[src/pkg/uaf_pkg.sv]
`default_nettype none
package uaf_pkg;

  // ---------------------------------------------------------------
  // Register byte offsets
  // ---------------------------------------------------------------
  localparam logic [7:0] OFS_CTRL   = 8'h00; // serial_control_reg
  localparam logic [7:0] OFS_RXDATA = 8'h04; // Received byte
  localparam logic [7:0] OFS_NADDR  = 8'h08; // node_address
  localparam logic [7:0] OFS_NMASK  = 8'h0C; // node_address_mask
  localparam logic [7:0] OFS_BAUD   = 8'h10; // Bit period in clocks, minus one
  localparam logic [7:0] OFS_IRQSTS = 8'h14; // Sticky events, W1C
  localparam logic [7:0] OFS_IRQMSK = 8'h18; // Event enables

  // ---------------------------------------------------------------
  // Field positions in serial_control_reg
  // ---------------------------------------------------------------
  localparam int CTRL_RXDONE  = 0; // rx_done_flag, read only
  localparam int CTRL_NINTH   = 2; // Ninth bit of last frame, read only
  localparam int CTRL_RXEN    = 4; // Receive enable
  localparam int CTRL_FILTEN  = 5; // multiproc_filter_enable
  localparam int CTRL_MODE_LO = 6; // serial_mode_bit_lo
  localparam int CTRL_MODE_HI = 7; // serial_mode_bit_hi

  // ---------------------------------------------------------------
  // Field positions in the interrupt registers
  // ---------------------------------------------------------------
  localparam int EV_RXDONE = 0; // Frame accepted
  localparam int EV_FRAME  = 1; // Missing stop bit
  localparam int EV_ADDR   = 2; // auto_address_match hit

  // ---------------------------------------------------------------
  // Reset values and mode codes
  // ---------------------------------------------------------------
  localparam logic [15:0] BAUD_DIV_RST  = 16'h006C;
  localparam logic [7:0]  NADDR_RST     = 8'h00;
  localparam logic [7:0]  NMASK_RST     = 8'h00;
  localparam logic [1:0]  MODE_SYNC     = 2'h0;
  localparam logic [1:0]  MODE_8BIT     = 2'h1;
  localparam logic [3:0]  DATA_BITS     = 4'h8;

  // Receiver states, one-hot
  typedef enum logic [5:0] {
    ST_IDLE  = 6'b000001,
    ST_START = 6'b000010,
    ST_DATA  = 6'b000100,
    ST_NINTH = 6'b001000,
    ST_STOP  = 6'b010000,
    ST_SYNC  = 6'b100000
  } uaf_rxst_t;

endpackage
`default_nettype wire

[src/design/uaf_address_filter.sv]
// Summary of operation
// - Filter only in modes 1, 2, 3 with enable
// - Address frames flag only on address match
// - Enable cleared: every data frame flags
// - Mode 1: stop bit replaces ninth bit
// - Mode 0 ignores the filter enable
// - Given address: mask zero is don't-care
// - Broadcast is address OR mask, ones match
// - Reset zeros address and mask: all match
// - Compare runs while processor idles
// - Example address and mask select expected bytes
// - Two-bit field selects four modes
// - Start bit starts frame only when enabled
//
// Chosen here: register access over APB and the register offsets.
`timescale 1ns/10ps
`default_nettype none
module uaf_address_filter
  import uaf_pkg::*;
(
  input  wire logic        clock,        // 200 MHz system clock
  input  wire logic        rstn,         // Synchronous reset, active low
  input  wire logic        psel,         // APB select
  input  wire logic        penable,      // APB access phase
  input  wire logic        pwrite,       // APB write
  input  wire logic [7:0]  paddr,        // APB byte address
  input  wire logic [31:0] pwdata,       // APB write data
  output logic      [31:0] prdata,       // APB read data
  output logic             pready,       // APB ready
  output logic             pslverr,      // APB error, unmapped address
  output logic             irq,          // Level interrupt
  output logic             shiftClkOut,  // Mode 0 shift clock
  input  wire logic        rxdPin        // Serial receive pin
);

  // ---------------------------------------------------------------
  // State of the module
  // ---------------------------------------------------------------
  typedef struct packed {
    logic [2:0]  sync;
    logic        rxLvl;
    logic [1:0]  mode;
    logic        filtEn;
    logic        rxEn;
    logic [7:0]  nodeAddr;
    logic [7:0]  nodeMask;
    logic [15:0] baudDiv;
    logic [15:0] baudCnt;
    logic [3:0]  bitCnt;
    logic [7:0]  shByte;
    logic        ninth;
    logic [7:0]  rxData;
    logic        rxNinth;
    logic [2:0]  irqSts;
    logic [2:0]  irqMsk;
    uaf_rxst_t   st;
    logic        shiftClk;
    logic        ack;
    logic [31:0] rdData;
    logic        err;
  } uaf_state_t;

  uaf_state_t s_q;
  uaf_state_t s_d;

  logic       givenHit;
  logic       bcastHit;
  logic       addrHit;
  logic       lvlNew;
  logic       fallEdge;
  logic       cntZero;
  logic       filtOn;
  logic       stopOk;
  logic       ninthEff;
  logic       accept;
  logic       access;

  // ---------------------------------------------------------------
  // Helpers
  // ---------------------------------------------------------------
  // Known register offset
  function automatic logic regValid(input logic [7:0] a);
    regValid = (a == OFS_CTRL)   || (a == OFS_RXDATA) ||
               (a == OFS_NADDR)  || (a == OFS_NMASK)  ||
               (a == OFS_BAUD)   || (a == OFS_IRQSTS) ||
               (a == OFS_IRQMSK);
  endfunction

  // Half of the bit period, at least one cycle
  function automatic logic [15:0] halfDiv(input logic [15:0] d);
    halfDiv = (d > 16'h0001) ? {1'b0, d[15:1]} : 16'h0001;
  endfunction

  // ---------------------------------------------------------------
  // Address comparator, always active
  // ---------------------------------------------------------------
  // Runs from the shift register whatever the processor does
  uaf_addr_match u_match (
    .rxByte   (s_q.shByte),
    .nodeAddr (s_q.nodeAddr),
    .nodeMask (s_q.nodeMask),
    .givenHit (givenHit),
    .bcastHit (bcastHit),
    .addrHit  (addrHit)
  );

  // ---------------------------------------------------------------
  // Next-state logic
  // ---------------------------------------------------------------
  always_comb begin
    s_d      = s_q;
    access   = psel & penable;
    stopOk   = 1'b0;
    ninthEff = 1'b0;
    accept   = 1'b0;

    // Pin synchroniser, level counts once stages two and three agree
    s_d.sync = {s_q.sync[1:0], rxdPin};
    lvlNew   = (s_q.sync[1] == s_q.sync[2]) ? s_q.sync[2] : s_q.rxLvl;
    s_d.rxLvl = lvlNew;
    fallEdge = s_q.rxLvl & ~lvlNew;
    cntZero  = (s_q.baudCnt == 16'h0000);

    // Filtering needs the enable and an asynchronous mode
    filtOn = s_q.filtEn && (s_q.mode != MODE_SYNC);

    // APB: capture read data, then answer and commit write
    if (access && !s_q.ack) begin
      s_d.ack = 1'b1;
      s_d.err = ~regValid(paddr);
      case (paddr)
        OFS_CTRL: begin
          s_d.rdData = {24'h000000, s_q.mode, s_q.filtEn, s_q.rxEn,
                        1'b0, s_q.rxNinth, 1'b0, s_q.irqSts[EV_RXDONE]};
        end
        OFS_RXDATA: s_d.rdData = {24'h000000, s_q.rxData};
        OFS_NADDR:  s_d.rdData = {24'h000000, s_q.nodeAddr};
        OFS_NMASK:  s_d.rdData = {24'h000000, s_q.nodeMask};
        OFS_BAUD:   s_d.rdData = {16'h0000, s_q.baudDiv};
        OFS_IRQSTS: s_d.rdData = {29'h00000000, s_q.irqSts};
        OFS_IRQMSK: s_d.rdData = {29'h00000000, s_q.irqMsk};
        default:    s_d.rdData = 32'h00000000;
      endcase
    end else if (access && s_q.ack) begin
      s_d.ack = 1'b0;
      if (pwrite) begin
        case (paddr)
          OFS_CTRL: begin
            // Two-bit mode field
            s_d.mode   = {pwdata[CTRL_MODE_HI],
                          pwdata[CTRL_MODE_LO]};
            s_d.filtEn = pwdata[CTRL_FILTEN];
            s_d.rxEn   = pwdata[CTRL_RXEN];
          end
          OFS_NADDR:  s_d.nodeAddr = pwdata[7:0];
          OFS_NMASK:  s_d.nodeMask = pwdata[7:0];
          OFS_BAUD:   s_d.baudDiv  = pwdata[15:0];
          OFS_IRQSTS: s_d.irqSts   = s_q.irqSts & ~pwdata[2:0];
          OFS_IRQMSK: s_d.irqMsk   = pwdata[2:0];
          default: begin
          end
        endcase
      end
    end else begin
      s_d.ack = 1'b0;
    end

    // Receiver; its event sets come after clears so sets win
    case (s_q.st)
      ST_IDLE: begin
        s_d.shiftClk = 1'b1;
        if (s_q.rxEn && s_q.mode == MODE_SYNC &&
            !s_q.irqSts[EV_RXDONE]) begin
          s_d.st      = ST_SYNC;
          s_d.bitCnt  = 4'h0;
          s_d.baudCnt = halfDiv(s_q.baudDiv);
        end else if (s_q.rxEn && s_q.mode != MODE_SYNC &&
                     fallEdge) begin
          // Start bit only starts a frame while enabled
          s_d.st      = ST_START;
          s_d.baudCnt = halfDiv(s_q.baudDiv);
        end
      end
      ST_START: begin
        if (cntZero) begin
          s_d.baudCnt = s_q.baudDiv;
          s_d.bitCnt  = 4'h0;
          s_d.st      = s_q.rxLvl ? ST_IDLE : ST_DATA;
        end else begin
          s_d.baudCnt = s_q.baudCnt - 16'h0001;
        end
      end
      ST_DATA: begin
        if (cntZero) begin
          s_d.baudCnt = s_q.baudDiv;
          s_d.shByte  = {s_q.rxLvl, s_q.shByte[7:1]};
          s_d.bitCnt  = s_q.bitCnt + 4'h1;
          if (s_q.bitCnt == DATA_BITS - 4'h1) begin
            // Modes 2 and 3 carry a ninth bit
            s_d.st = (s_q.mode == MODE_8BIT) ? ST_STOP : ST_NINTH;
          end
        end else begin
          s_d.baudCnt = s_q.baudCnt - 16'h0001;
        end
      end
      ST_NINTH: begin
        if (cntZero) begin
          s_d.baudCnt = s_q.baudDiv;
          s_d.ninth   = s_q.rxLvl;
          s_d.st      = ST_STOP;
        end else begin
          s_d.baudCnt = s_q.baudCnt - 16'h0001;
        end
      end
      ST_STOP: begin
        if (cntZero) begin
          stopOk = s_q.rxLvl;
          // Mode 1 uses the stop bit as the ninth bit
          ninthEff = (s_q.mode == MODE_8BIT) ? stopOk : s_q.ninth;
          // Byte compared in the same cycle the frame ends
          if (!filtOn) begin
            accept = 1'b1;
          end else if (s_q.mode == MODE_8BIT) begin
            accept = stopOk && addrHit;
          end else begin
            // Only address frames that match are flagged
            accept = s_q.ninth && addrHit;
          end
          if (accept) begin
            s_d.rxData            = s_q.shByte;
            s_d.rxNinth           = ninthEff;
            s_d.irqSts[EV_RXDONE] = 1'b1;
            s_d.irqSts[EV_ADDR]   = s_d.irqSts[EV_ADDR] | filtOn;
          end
          if (!stopOk) begin
            s_d.irqSts[EV_FRAME] = 1'b1;
          end
          s_d.st = ST_IDLE;
        end else begin
          s_d.baudCnt = s_q.baudCnt - 16'h0001;
        end
      end
      ST_SYNC: begin
        // Shift mode never filters, enable bit unused here
        if (cntZero) begin
          s_d.baudCnt = halfDiv(s_q.baudDiv);
          if (s_q.shiftClk) begin
            if (s_q.bitCnt == DATA_BITS) begin
              s_d.rxData            = s_q.shByte;
              s_d.irqSts[EV_RXDONE] = 1'b1;
              s_d.st                = ST_IDLE;
            end else begin
              s_d.shiftClk = 1'b0;
            end
          end else begin
            s_d.shiftClk = 1'b1;
            s_d.shByte   = {s_q.rxLvl, s_q.shByte[7:1]};
            s_d.bitCnt   = s_q.bitCnt + 4'h1;
          end
        end else begin
          s_d.baudCnt = s_q.baudCnt - 16'h0001;
        end
      end
      default: begin
        s_d.st = ST_IDLE;
      end
    endcase
  end

  // ---------------------------------------------------------------
  // State register
  // ---------------------------------------------------------------
  always_ff @(posedge clock) begin
    if (!rstn) begin
      s_q          <= '0;
      s_q.sync     <= 3'b111;
      s_q.rxLvl    <= 1'b1;
      // Zero address and mask make every frame match
      s_q.nodeAddr <= NADDR_RST;
      s_q.nodeMask <= NMASK_RST;
      s_q.baudDiv  <= BAUD_DIV_RST;
      s_q.st       <= ST_IDLE;
      s_q.shiftClk <= 1'b1;
    end else begin
      s_q <= s_d;
    end
  end

  // ---------------------------------------------------------------
  // Outputs
  // ---------------------------------------------------------------
  assign prdata      = s_q.rdData;
  assign pready      = s_q.ack;
  assign pslverr     = s_q.ack & s_q.err;
  // High while any sticky event with its enable bit set is pending
  assign irq         = |(s_q.irqSts & s_q.irqMsk);
  assign shiftClkOut = s_q.shiftClk;

endmodule
`default_nettype wire

[src/design/uaf_addr_match.sv]
`timescale 1ns/10ps
`default_nettype none
module uaf_addr_match (
  input  wire logic [7:0] rxByte,      // Received address byte
  input  wire logic [7:0] nodeAddr,    // node_address
  input  wire logic [7:0] nodeMask,    // node_address_mask
  output logic            givenHit,    // Matches given address
  output logic            bcastHit,    // Matches broadcast address
  output logic            addrHit      // Either pattern matches
);

  // ---------------------------------------------------------------
  // Pattern compare
  // ---------------------------------------------------------------
  logic [7:0] bcastPat;

  // Mask zero bits are don't-care, one bits must equal the address
  assign givenHit = ((rxByte ^ nodeAddr) & nodeMask) == 8'h00;
  // Broadcast pattern: ones must match, zeros are don't-care
  assign bcastPat = nodeAddr | nodeMask;
  assign bcastHit = (rxByte & bcastPat) == bcastPat;
  // All-zero address and mask leave both fully don't-care
  assign addrHit  = givenHit | bcastHit;

endmodule
`default_nettype wire

[config.mk]
export PLATFORM = sky130hd
export DESIGN_NAME = uaf_address_filter
export DESIGN_NICKNAME = d
export VERILOG_FILES = /design/src/pkg/uaf_pkg.sv /design/src/design/uaf_address_filter.sv /design/src/design/uaf_addr_match.sv
export SDC_FILE = /design/constraint.sdc
export NUM_CORES = 1
export LEC_CHECK = 0
export ABC_AREA = 1
export BUFFER_PORTS_ARGS = -buffer_cell sky130_fd_sc_hd__buf_2
export CORE_MARGIN = 1
export CORE_UTILIZATION = 53
export CTS_BUF_LIST = sky130_fd_sc_hd__clkbuf_8
export DETAILED_ROUTE_END_ITERATION = 16
export GPL_TIMING_DRIVEN = 0
export PLACE_DENSITY = 0.7
export SYNTH_ARGS = -nofsm -noshare
export SYNTH_HDL_FRONTEND = slang
export SYNTH_SLANG_ARGS = --single-unit
[constraint.sdc]
create_clock -name clock -period 4.9 [get_ports clock]
set_clock_uncertainty 0.05 [all_clocks]
set_input_delay 0.245 -clock clock [delete_from_list [all_inputs] [get_ports clock]]
set_output_delay 0.245 -clock clock [all_outputs]
set_load 0.01 [all_outputs]
==> reports/qor.yml, run 1 <==
sta:
  slew_headroom: 0.581
  fmax_mhz: 428
  hold_viol_final: 0
  setup_viol: 0
  period_share: 0.477
  rsz0062_at_grt: "false"
  worstMarginPinSlew_ns: 0.624
  period_needed_ns: 2.34
  finalMaxSlewViolations: 0
  setup_tns_ns: 0
  layout_setup_ws_ns: 2.56
die:
  core-area_um2: 10900
  num_io_pins: 82
  die_area_um2: 11600
  initial_core_util: 0.545
  fp.dieW_um: 108
  row_count: 38
  die_h_um: 108
clock_tree:
  cts-root-buf: "clkbuf_8"
  cts_resized: 0
  cts_made_buffers: 9
  cts_setup_buffers: 0
  htree_levels: 3
  cts_hold_buf: 1
  cts_buffer_depth: 2
  cts_sinks: 109
  clk_latency_ns: 0.39
  path_clk_slew_ns: 0.11
  cts_tree: "done"
place:
  place_congestion: 0.952
  hpwlAfterDp_um: 13100
  dpl_cell_area_um2: 6410
  pre_cts_slack_ns: 2.63
  port_buffers: 49
global_route:
  antenna_found_initial: 0
  grt_overflow_total: 0
  grt_pass1_wl_um: 27100
  grt_start_max_net_pins: 19
  grt.total_usage: 0.305
  grt_pass1_vias: 5425
logic_synthesis:
  synth_area_leader_cell: "dfxtp_1"
  synthTopCellsByCount: "nand2_1 (179), dfxtp_1 (109), o21ai_0 (101)"
  synth_cell_types: 42
  synth_most_common_cell: "nand2_1"
  avgSynthCellArea_um2: 6.77
  ys_top_cells_by_area: "dfxtp_1 (37%), nand2_1 (11%), o21ai_0 (8.5%)"
  synth_warnings: 0
  synthFlopType: "dfxtp_1"
  synth-edff-count: 0
  synth_top_area_frac: 0.368
  ys_ff_latch: 109
  synth_cells: 876
  async_flop_share: 0
  ys_seq_area_frac: 0.368
  syn_area_um2: 5930
job:
  maxCapViolCount: 0
power:
  internal-power_w: 0.00159
  p_clk_frac: 0.181
  p_total_w: 0.00292
  switching_share: 0.455
  p_comb_frac: 0.469
  seqPwrFrac: 0.350
  power.switching_w: 0.00133
  power_density_nw_per_um2: 442
  irDropWorstVdd_uv: 285
  leakage_nw: 3.01
finish:
  design_area_um2: 6610
  seqCellArea_um2: 2180
  syn_to_final_growth_pct: 11.3
  drive_gt1_frac: 0.146
  antennaDiodeCount: 0
  postLayoutCoreUtil: 0.607
  multi_input_area_um2: 3080
  nets: 1002
  fillers: 1068
worst_setup_path:
  worst_ep_required_time_ns: 5.12
  max_stage_delay_ns: 0.48
  critPathLaunchType: "flip-flop"
  critical_path_class: "flip-flop to flip-flop"
  timing.critical_path.buf_inv: 0
  critPathSlowestCell: "nor2_1"
  cp_max_fo: 6
  arrival_ns: 2.55
  cp-end-kind: "flip-flop"
  crit_family: "simple AND/OR/NAND/NOR gates"
  crit_chain: "nor2_1 > nand2_1 > nor3_1 > nand2_1 > nor2_1 > o21ai_0 > nand2_1 > o21ai_0 > a21oi_1 > nor2_1"
route:
  drt_pre_antenna_iters: 5
  ant_nets: 0
  vias: 6057
  wl_per_cell_um: 15.6
  drc: 0
  vias_per_cell: 5.52
  totalWireLength_um: 17100
  first_iter_violations: 550
status:
  outcome: "finished clean"
hold_path:
  min_path_type: "primary input to flip-flop"
==> per-stage QoR <==
stage               hold slack [ns]  cells
floorplan                     0.302    891
detailed placement            0.354   1080
global route                 0.0272   1097
finish                       0.0257   1097
global placement              0.346   1080
CTS                          0.0130   1097
==> logic make-up (layout without fill, tap and decap cells) <==
| kind of cell | count (synthesis) | after routing | synth area share |
|---|---|---|---|
| and+or+nand+nor | 371 | 371 | 0.283 |
| other | 1 | 16 | 0.000632 |
| DFF | 109 | 109 | 0.368 |
| xor gates and xnor gates | 11 | 11 | 0.0162 |
| adders and majority gates | 4 | 4 | 0.00843 |
| AOI/OAI and AO/OA | 223 | 223 | 0.201 |
| buffers and inverters | 157 | 223 | 0.123 |
==> state kept, by name, summed over array words and instances, names as in the netlist <==
register	flops
s_q	89
s_d	2
shiftClkOut	1
prdata	16
pready	1
==> power groups by stage <==
| stage | logic, W | registers [W] | clock network (W) |
|---|---|---|---|
| floorplan | 0.00102 | 0.00103 | 0 |
| global placement | 0.00131 | 0.00104 | 0 |
| detailed placement | 0.00133 | 0.00104 | 0 |
| CTS | 0.00134 | 0.00102 | 0.000535 |
| global route | 0.00150 | 0.00103 | 0.000569 |
| finish | 0.00137 | 0.00102 | 0.000529 |
==> final cells by class <==
cell class,count,area share
multi-input combinational,625,0.466
sequential,109,0.330
inverter,106,0.0602
buffer,51,0.0504
timing repair buffer,50,0.0386
tap,140,0.0265
clock buffer,10,0.0208
clock inverter,6,0.00701
==> tightest hold or removal path: cells and delay by family <==
family / cells / cell delay (ns)
buffers and inverters: 1 / 0.07
AND/OR/NAND/NOR: 2 / 0.11
==> layer usage <==
metal / wire length [um] / vias to the layer above / share of wire / global-route usage
li1: - / 2970 / - / -
met1: 7500 / 2781 / 0.44 / 0.407
met2: 7880 / 283 / 0.46 / 0.498
met3: 1380 / 23 / 0.081 / 0.0484
met4: 340 / 0 / 0.020 / 0.104
met5: 0 / - / 0 / 0
==> layout by cell type, fill, tap and decap left out, drive strengths merged, types with 3 or more instances in the layout <==
cell type    n
nand3       39
clkinv       5
clkbuf      24
conb        16
inv        105
xor2         9
nand4       13
o31ai        3
dfxtp      109
a21oi       87
o221ai       3
nor4         6
buf         86
ha           4
a31oi        3
nand2      190
or2          3
nor2       110
o22ai        8
o211ai      10
o21ai      106
nor3         9
==> final timing paths <==
path | start | endpoint | slack (ns) | depth (start not counted)
setup / recovery | s_q[81] | s_q[78] | 2.56 | 10
hold / removal | pwdata[8] | s_q[93] | 0.03 | 3
setup reg to reg | s_q[81] | s_q[78] | 2.56 | 10
hold reg to reg | s_d[123] | s_d[124] | 0.38 | 1
Power figures use the tool's default switching activity.
==> run 2, diff against run 1 <==
--- a/config.mk
+++ b/config.mk
@@ -5,14 +5,14 @@
 export SDC_FILE = /design/constraint.sdc
 export NUM_CORES = 1
 export LEC_CHECK = 0
-export ABC_AREA = 1
+export ABC_AREA = 0
 export BUFFER_PORTS_ARGS = -buffer_cell sky130_fd_sc_hd__buf_2
 export CORE_MARGIN = 1
 export CORE_UTILIZATION = 53
 export CTS_BUF_LIST = sky130_fd_sc_hd__clkbuf_8
 export DETAILED_ROUTE_END_ITERATION = 16
 export GPL_TIMING_DRIVEN = 0
-export PLACE_DENSITY = 0.7
+export PLACE_DENSITY = 0.73
 export SYNTH_ARGS = -nofsm -noshare
 export SYNTH_HDL_FRONTEND = slang
 export SYNTH_SLANG_ARGS = --single-unit
==> constraint.sdc (replaced) <==
create_clock -name clock -period 2.1 [get_ports clock]
set_clock_uncertainty 0.05 [all_clocks]
set_input_delay 0.105 -clock clock [delete_from_list [all_inputs] [get_ports clock]]
set_output_delay 0.105 -clock clock [all_outputs]
set_load 0.01 [all_outputs]
==> run 2 against run 1 <==
Effect of this change: sequential power is 120% higher; die area increased by 1.4%; largest cell class unchanged; combinational power rose to 2.8 times the previous value; the flow now finishes with violations (setup timing); largest power group unchanged.
==> reports/qor.yml, run 2 <==
sta:
  setup_viol: 43
  rsz0062_at_grt: "true"
  hold_viol_final: 0
  layout_setup_ws_ns: -0.446
  finalMaxSlewViolations: 0
  fmax_mhz: 393
  slew_headroom: 0.476
  period_needed_ns: 2.55
  holdWs_ns: 0.0910
  worstMarginPinSlew_ns: 0.787
  period_share: 1.21
logic_synthesis:
  synth_most_common_cell: "dfxtp_1"
  synth_cells: 750
  synthTopCellsByCount: "dfxtp_1 (109), nand2_1 (104), a21oi_1 (66)"
  synth_warnings: 0
  ys_ff_latch: 109
  avgSynthCellArea_um2: 8.03
  synth_top_area_frac: 0.363
  syn_area_um2: 6020
  async_flop_share: 0
  synth_cell_types: 77
  ys_seq_area_frac: 0.363
  synth_area_leader_cell: "dfxtp_1"
  synthFlopType: "dfxtp_1"
  synth-edff-count: 0
  ys_top_cells_by_area: "dfxtp_1 (36%), nand2_1 (6.5%), a21oi_1 (5.5%)"
finish:
  syn_to_final_growth_pct: 29.7
  largest-register: "s_q"
  layout_common_cells: "dfxtp_1 (102), nand2_1 (101), buf_4 (66), a21oi_1 (59), nor2_1 (54)"
  fillers: 877
  multi_input_area_um2: 3920
  drive_gt1_frac: 0.285
  nets: 936
  seqCellArea_um2: 2200
  mostFrequentLayoutCell: "dfxtp_1"
  largest_reg_flops: 89
  antennaDiodeCount: 0
worst_setup_path:
  worst_ep_required_time_ns: 2.33
  critical_path_class: "flip-flop to flip-flop"
  critPathSlowestCell: "or4_4"
  arrival_ns: 2.78
  cp-end-kind: "flip-flop"
  crit_chain: "or4_4 > or3b_4 > nor3_4 > buf_4 > buf_6 > nor2_4 > and4_1 > or3_1"
  crit_family: "simple AND/OR/NAND/NOR gates"
  critPathLaunchType: "flip-flop"
  cp_max_fo: 3
  max_stage_delay_ns: 0.55
  timing.critical_path.buf_inv: 2
route:
  vias: 6447
  wl_per_cell_um: 20.0
  ant_nets: 0
  totalWireLength_um: 20700
  vias_per_cell: 6.25
  drc: 0
  drt_pre_antenna_iters: 5
  first_iter_violations: 767
place:
  port_buffers: 49
  place_congestion: 0.931
  hpwlAfterDp_um: 13700
job:
  maxCapViolCount: 0
global_route:
  grt_pass1_wl_um: 31700
  grt_overflow_total: 0
  grt_pass1_vias: 5954
  grt.total_usage: 0.352
  antenna_found_initial: 0
  grt_start_max_net_pins: 18
die:
  core-area_um2: 10900
  die_h_um: 109
  num_io_pins: 82
  row_count: 38
  initial_core_util: 0.550
  fp.dieW_um: 109
  die_area_um2: 11800
clock_tree:
  cts_tree: "done"
  cts-root-buf: "clkbuf_8"
  path_clk_slew_ns: 0.10
  clk_latency_ns: 0.40
  cts_buffer_depth: 2
  cts_sinks: 109
  cts_made_buffers: 9
  htree_levels: 3
power:
  p_total_w: 0.00732
  leakage_nw: 3.06
  power_density_nw_per_um2: 937
  irDropWorstVdd_uv: 702
status:
  outcome: "finished, violations left"
  violations: "setup timing"
hold_path:
  min_path_type: "primary input to flip-flop"
==> run 2: final timing paths <==
kind	from	endpoint	slack, ns	depth (start not counted)
worst min-delay path	rstn	s_q[81]	0.09	3
worst max register to register	s_q[35]	s_q[81]	-0.45	8
worst max-delay path	s_q[35]	s_q[81]	-0.45	8
worst min register to register	s_d[123]	s_d[124]	0.37	1
==> run 2: what timing repair did <==
item	4_1_cts	5_1_grt
gates cloned	1	0
hold endpoints to repair	33	0
pin swaps	37	29
buffers inserted	38	11
gates resized for setup	87	50
hold buffers	17	0
setup endpoints to repair	60	66
==> run 2: routing by layer <==
metal / wire length (um) / part of all wire / global-route usage
met5: 0 / 0 / 0
met4: 831 / 0.040 / 0.130
met3: 1790 / 0.087 / 0.0711
met2: 9750 / 0.47 / 0.572
met1: 8290 / 0.40 / 0.461
==> run 2: final cells by class <==
cell class / count / share of cell area
Multi-Input combinational cell: 575 / 0.502
Timing Repair Buffer: 115 / 0.108
Clock inverter: 6 / 0.00513
Inverter: 8 / 0.00449
Tap cell: 140 / 0.0224
Clock buffer: 10 / 0.0176
Sequential cell: 109 / 0.282
Buffer: 68 / 0.0585
==> run 2: where the power goes <==
| part | switching, W | total [W] | leakage [nW] | internal (W) |
|---|---|---|---|---|
| clock network | 0.000774 | 0.00124 | 0.0968 | 0.000465 |
| registers | 0.000110 | 0.00226 | 0.883 | 0.00215 |
| logic | 0.00214 | 0.00382 | 2.08 | 0.00167 |
==> run 2: tightest hold or removal path: cells and delay by family <==
kind	cells	cell delay (ns)
and+or+nand+nor	1	0.11
AOI/OAI and AO/OA	1	0.16
buffers and inverters	1	0.14
==> run 2: logic make-up (layout without fill, tap and decap cells) <==
group,Yosys count,after routing,synth area share
xor gates and xnor gates,17,17,0.0247
and+or+nand+nor,313,313,0.259
other,1,16,0.000623
AOI/OAI and AO/OA,188,188,0.210
buffers and inverters,81,207,0.0723
adders and majority gates,4,4,0.00831
muxes,37,37,0.0628
DFF,109,109,0.363
==> run 2: per-stage QoR <==
| step | cell area [um^2] | instances | TNS, ns | util | setup slack (ns) |
|---|---|---|---|---|---|
| after global placement | 6570 | 954 | -31.10 | 0.601 | -0.774 |
| final | 7810 | 1031 | -11.68 | 0.714 | -0.446 |
| after floorplan | 6150 | 765 | -3.28 | - | -0.220 |
| after detailed placement | 6570 | 954 | -33.69 | 0.601 | -0.822 |
| after CTS | 7570 | 1024 | -9.77 | 0.692 | -0.369 |
| after global routing | 7810 | 1031 | -13.55 | 0.714 | -0.475 |
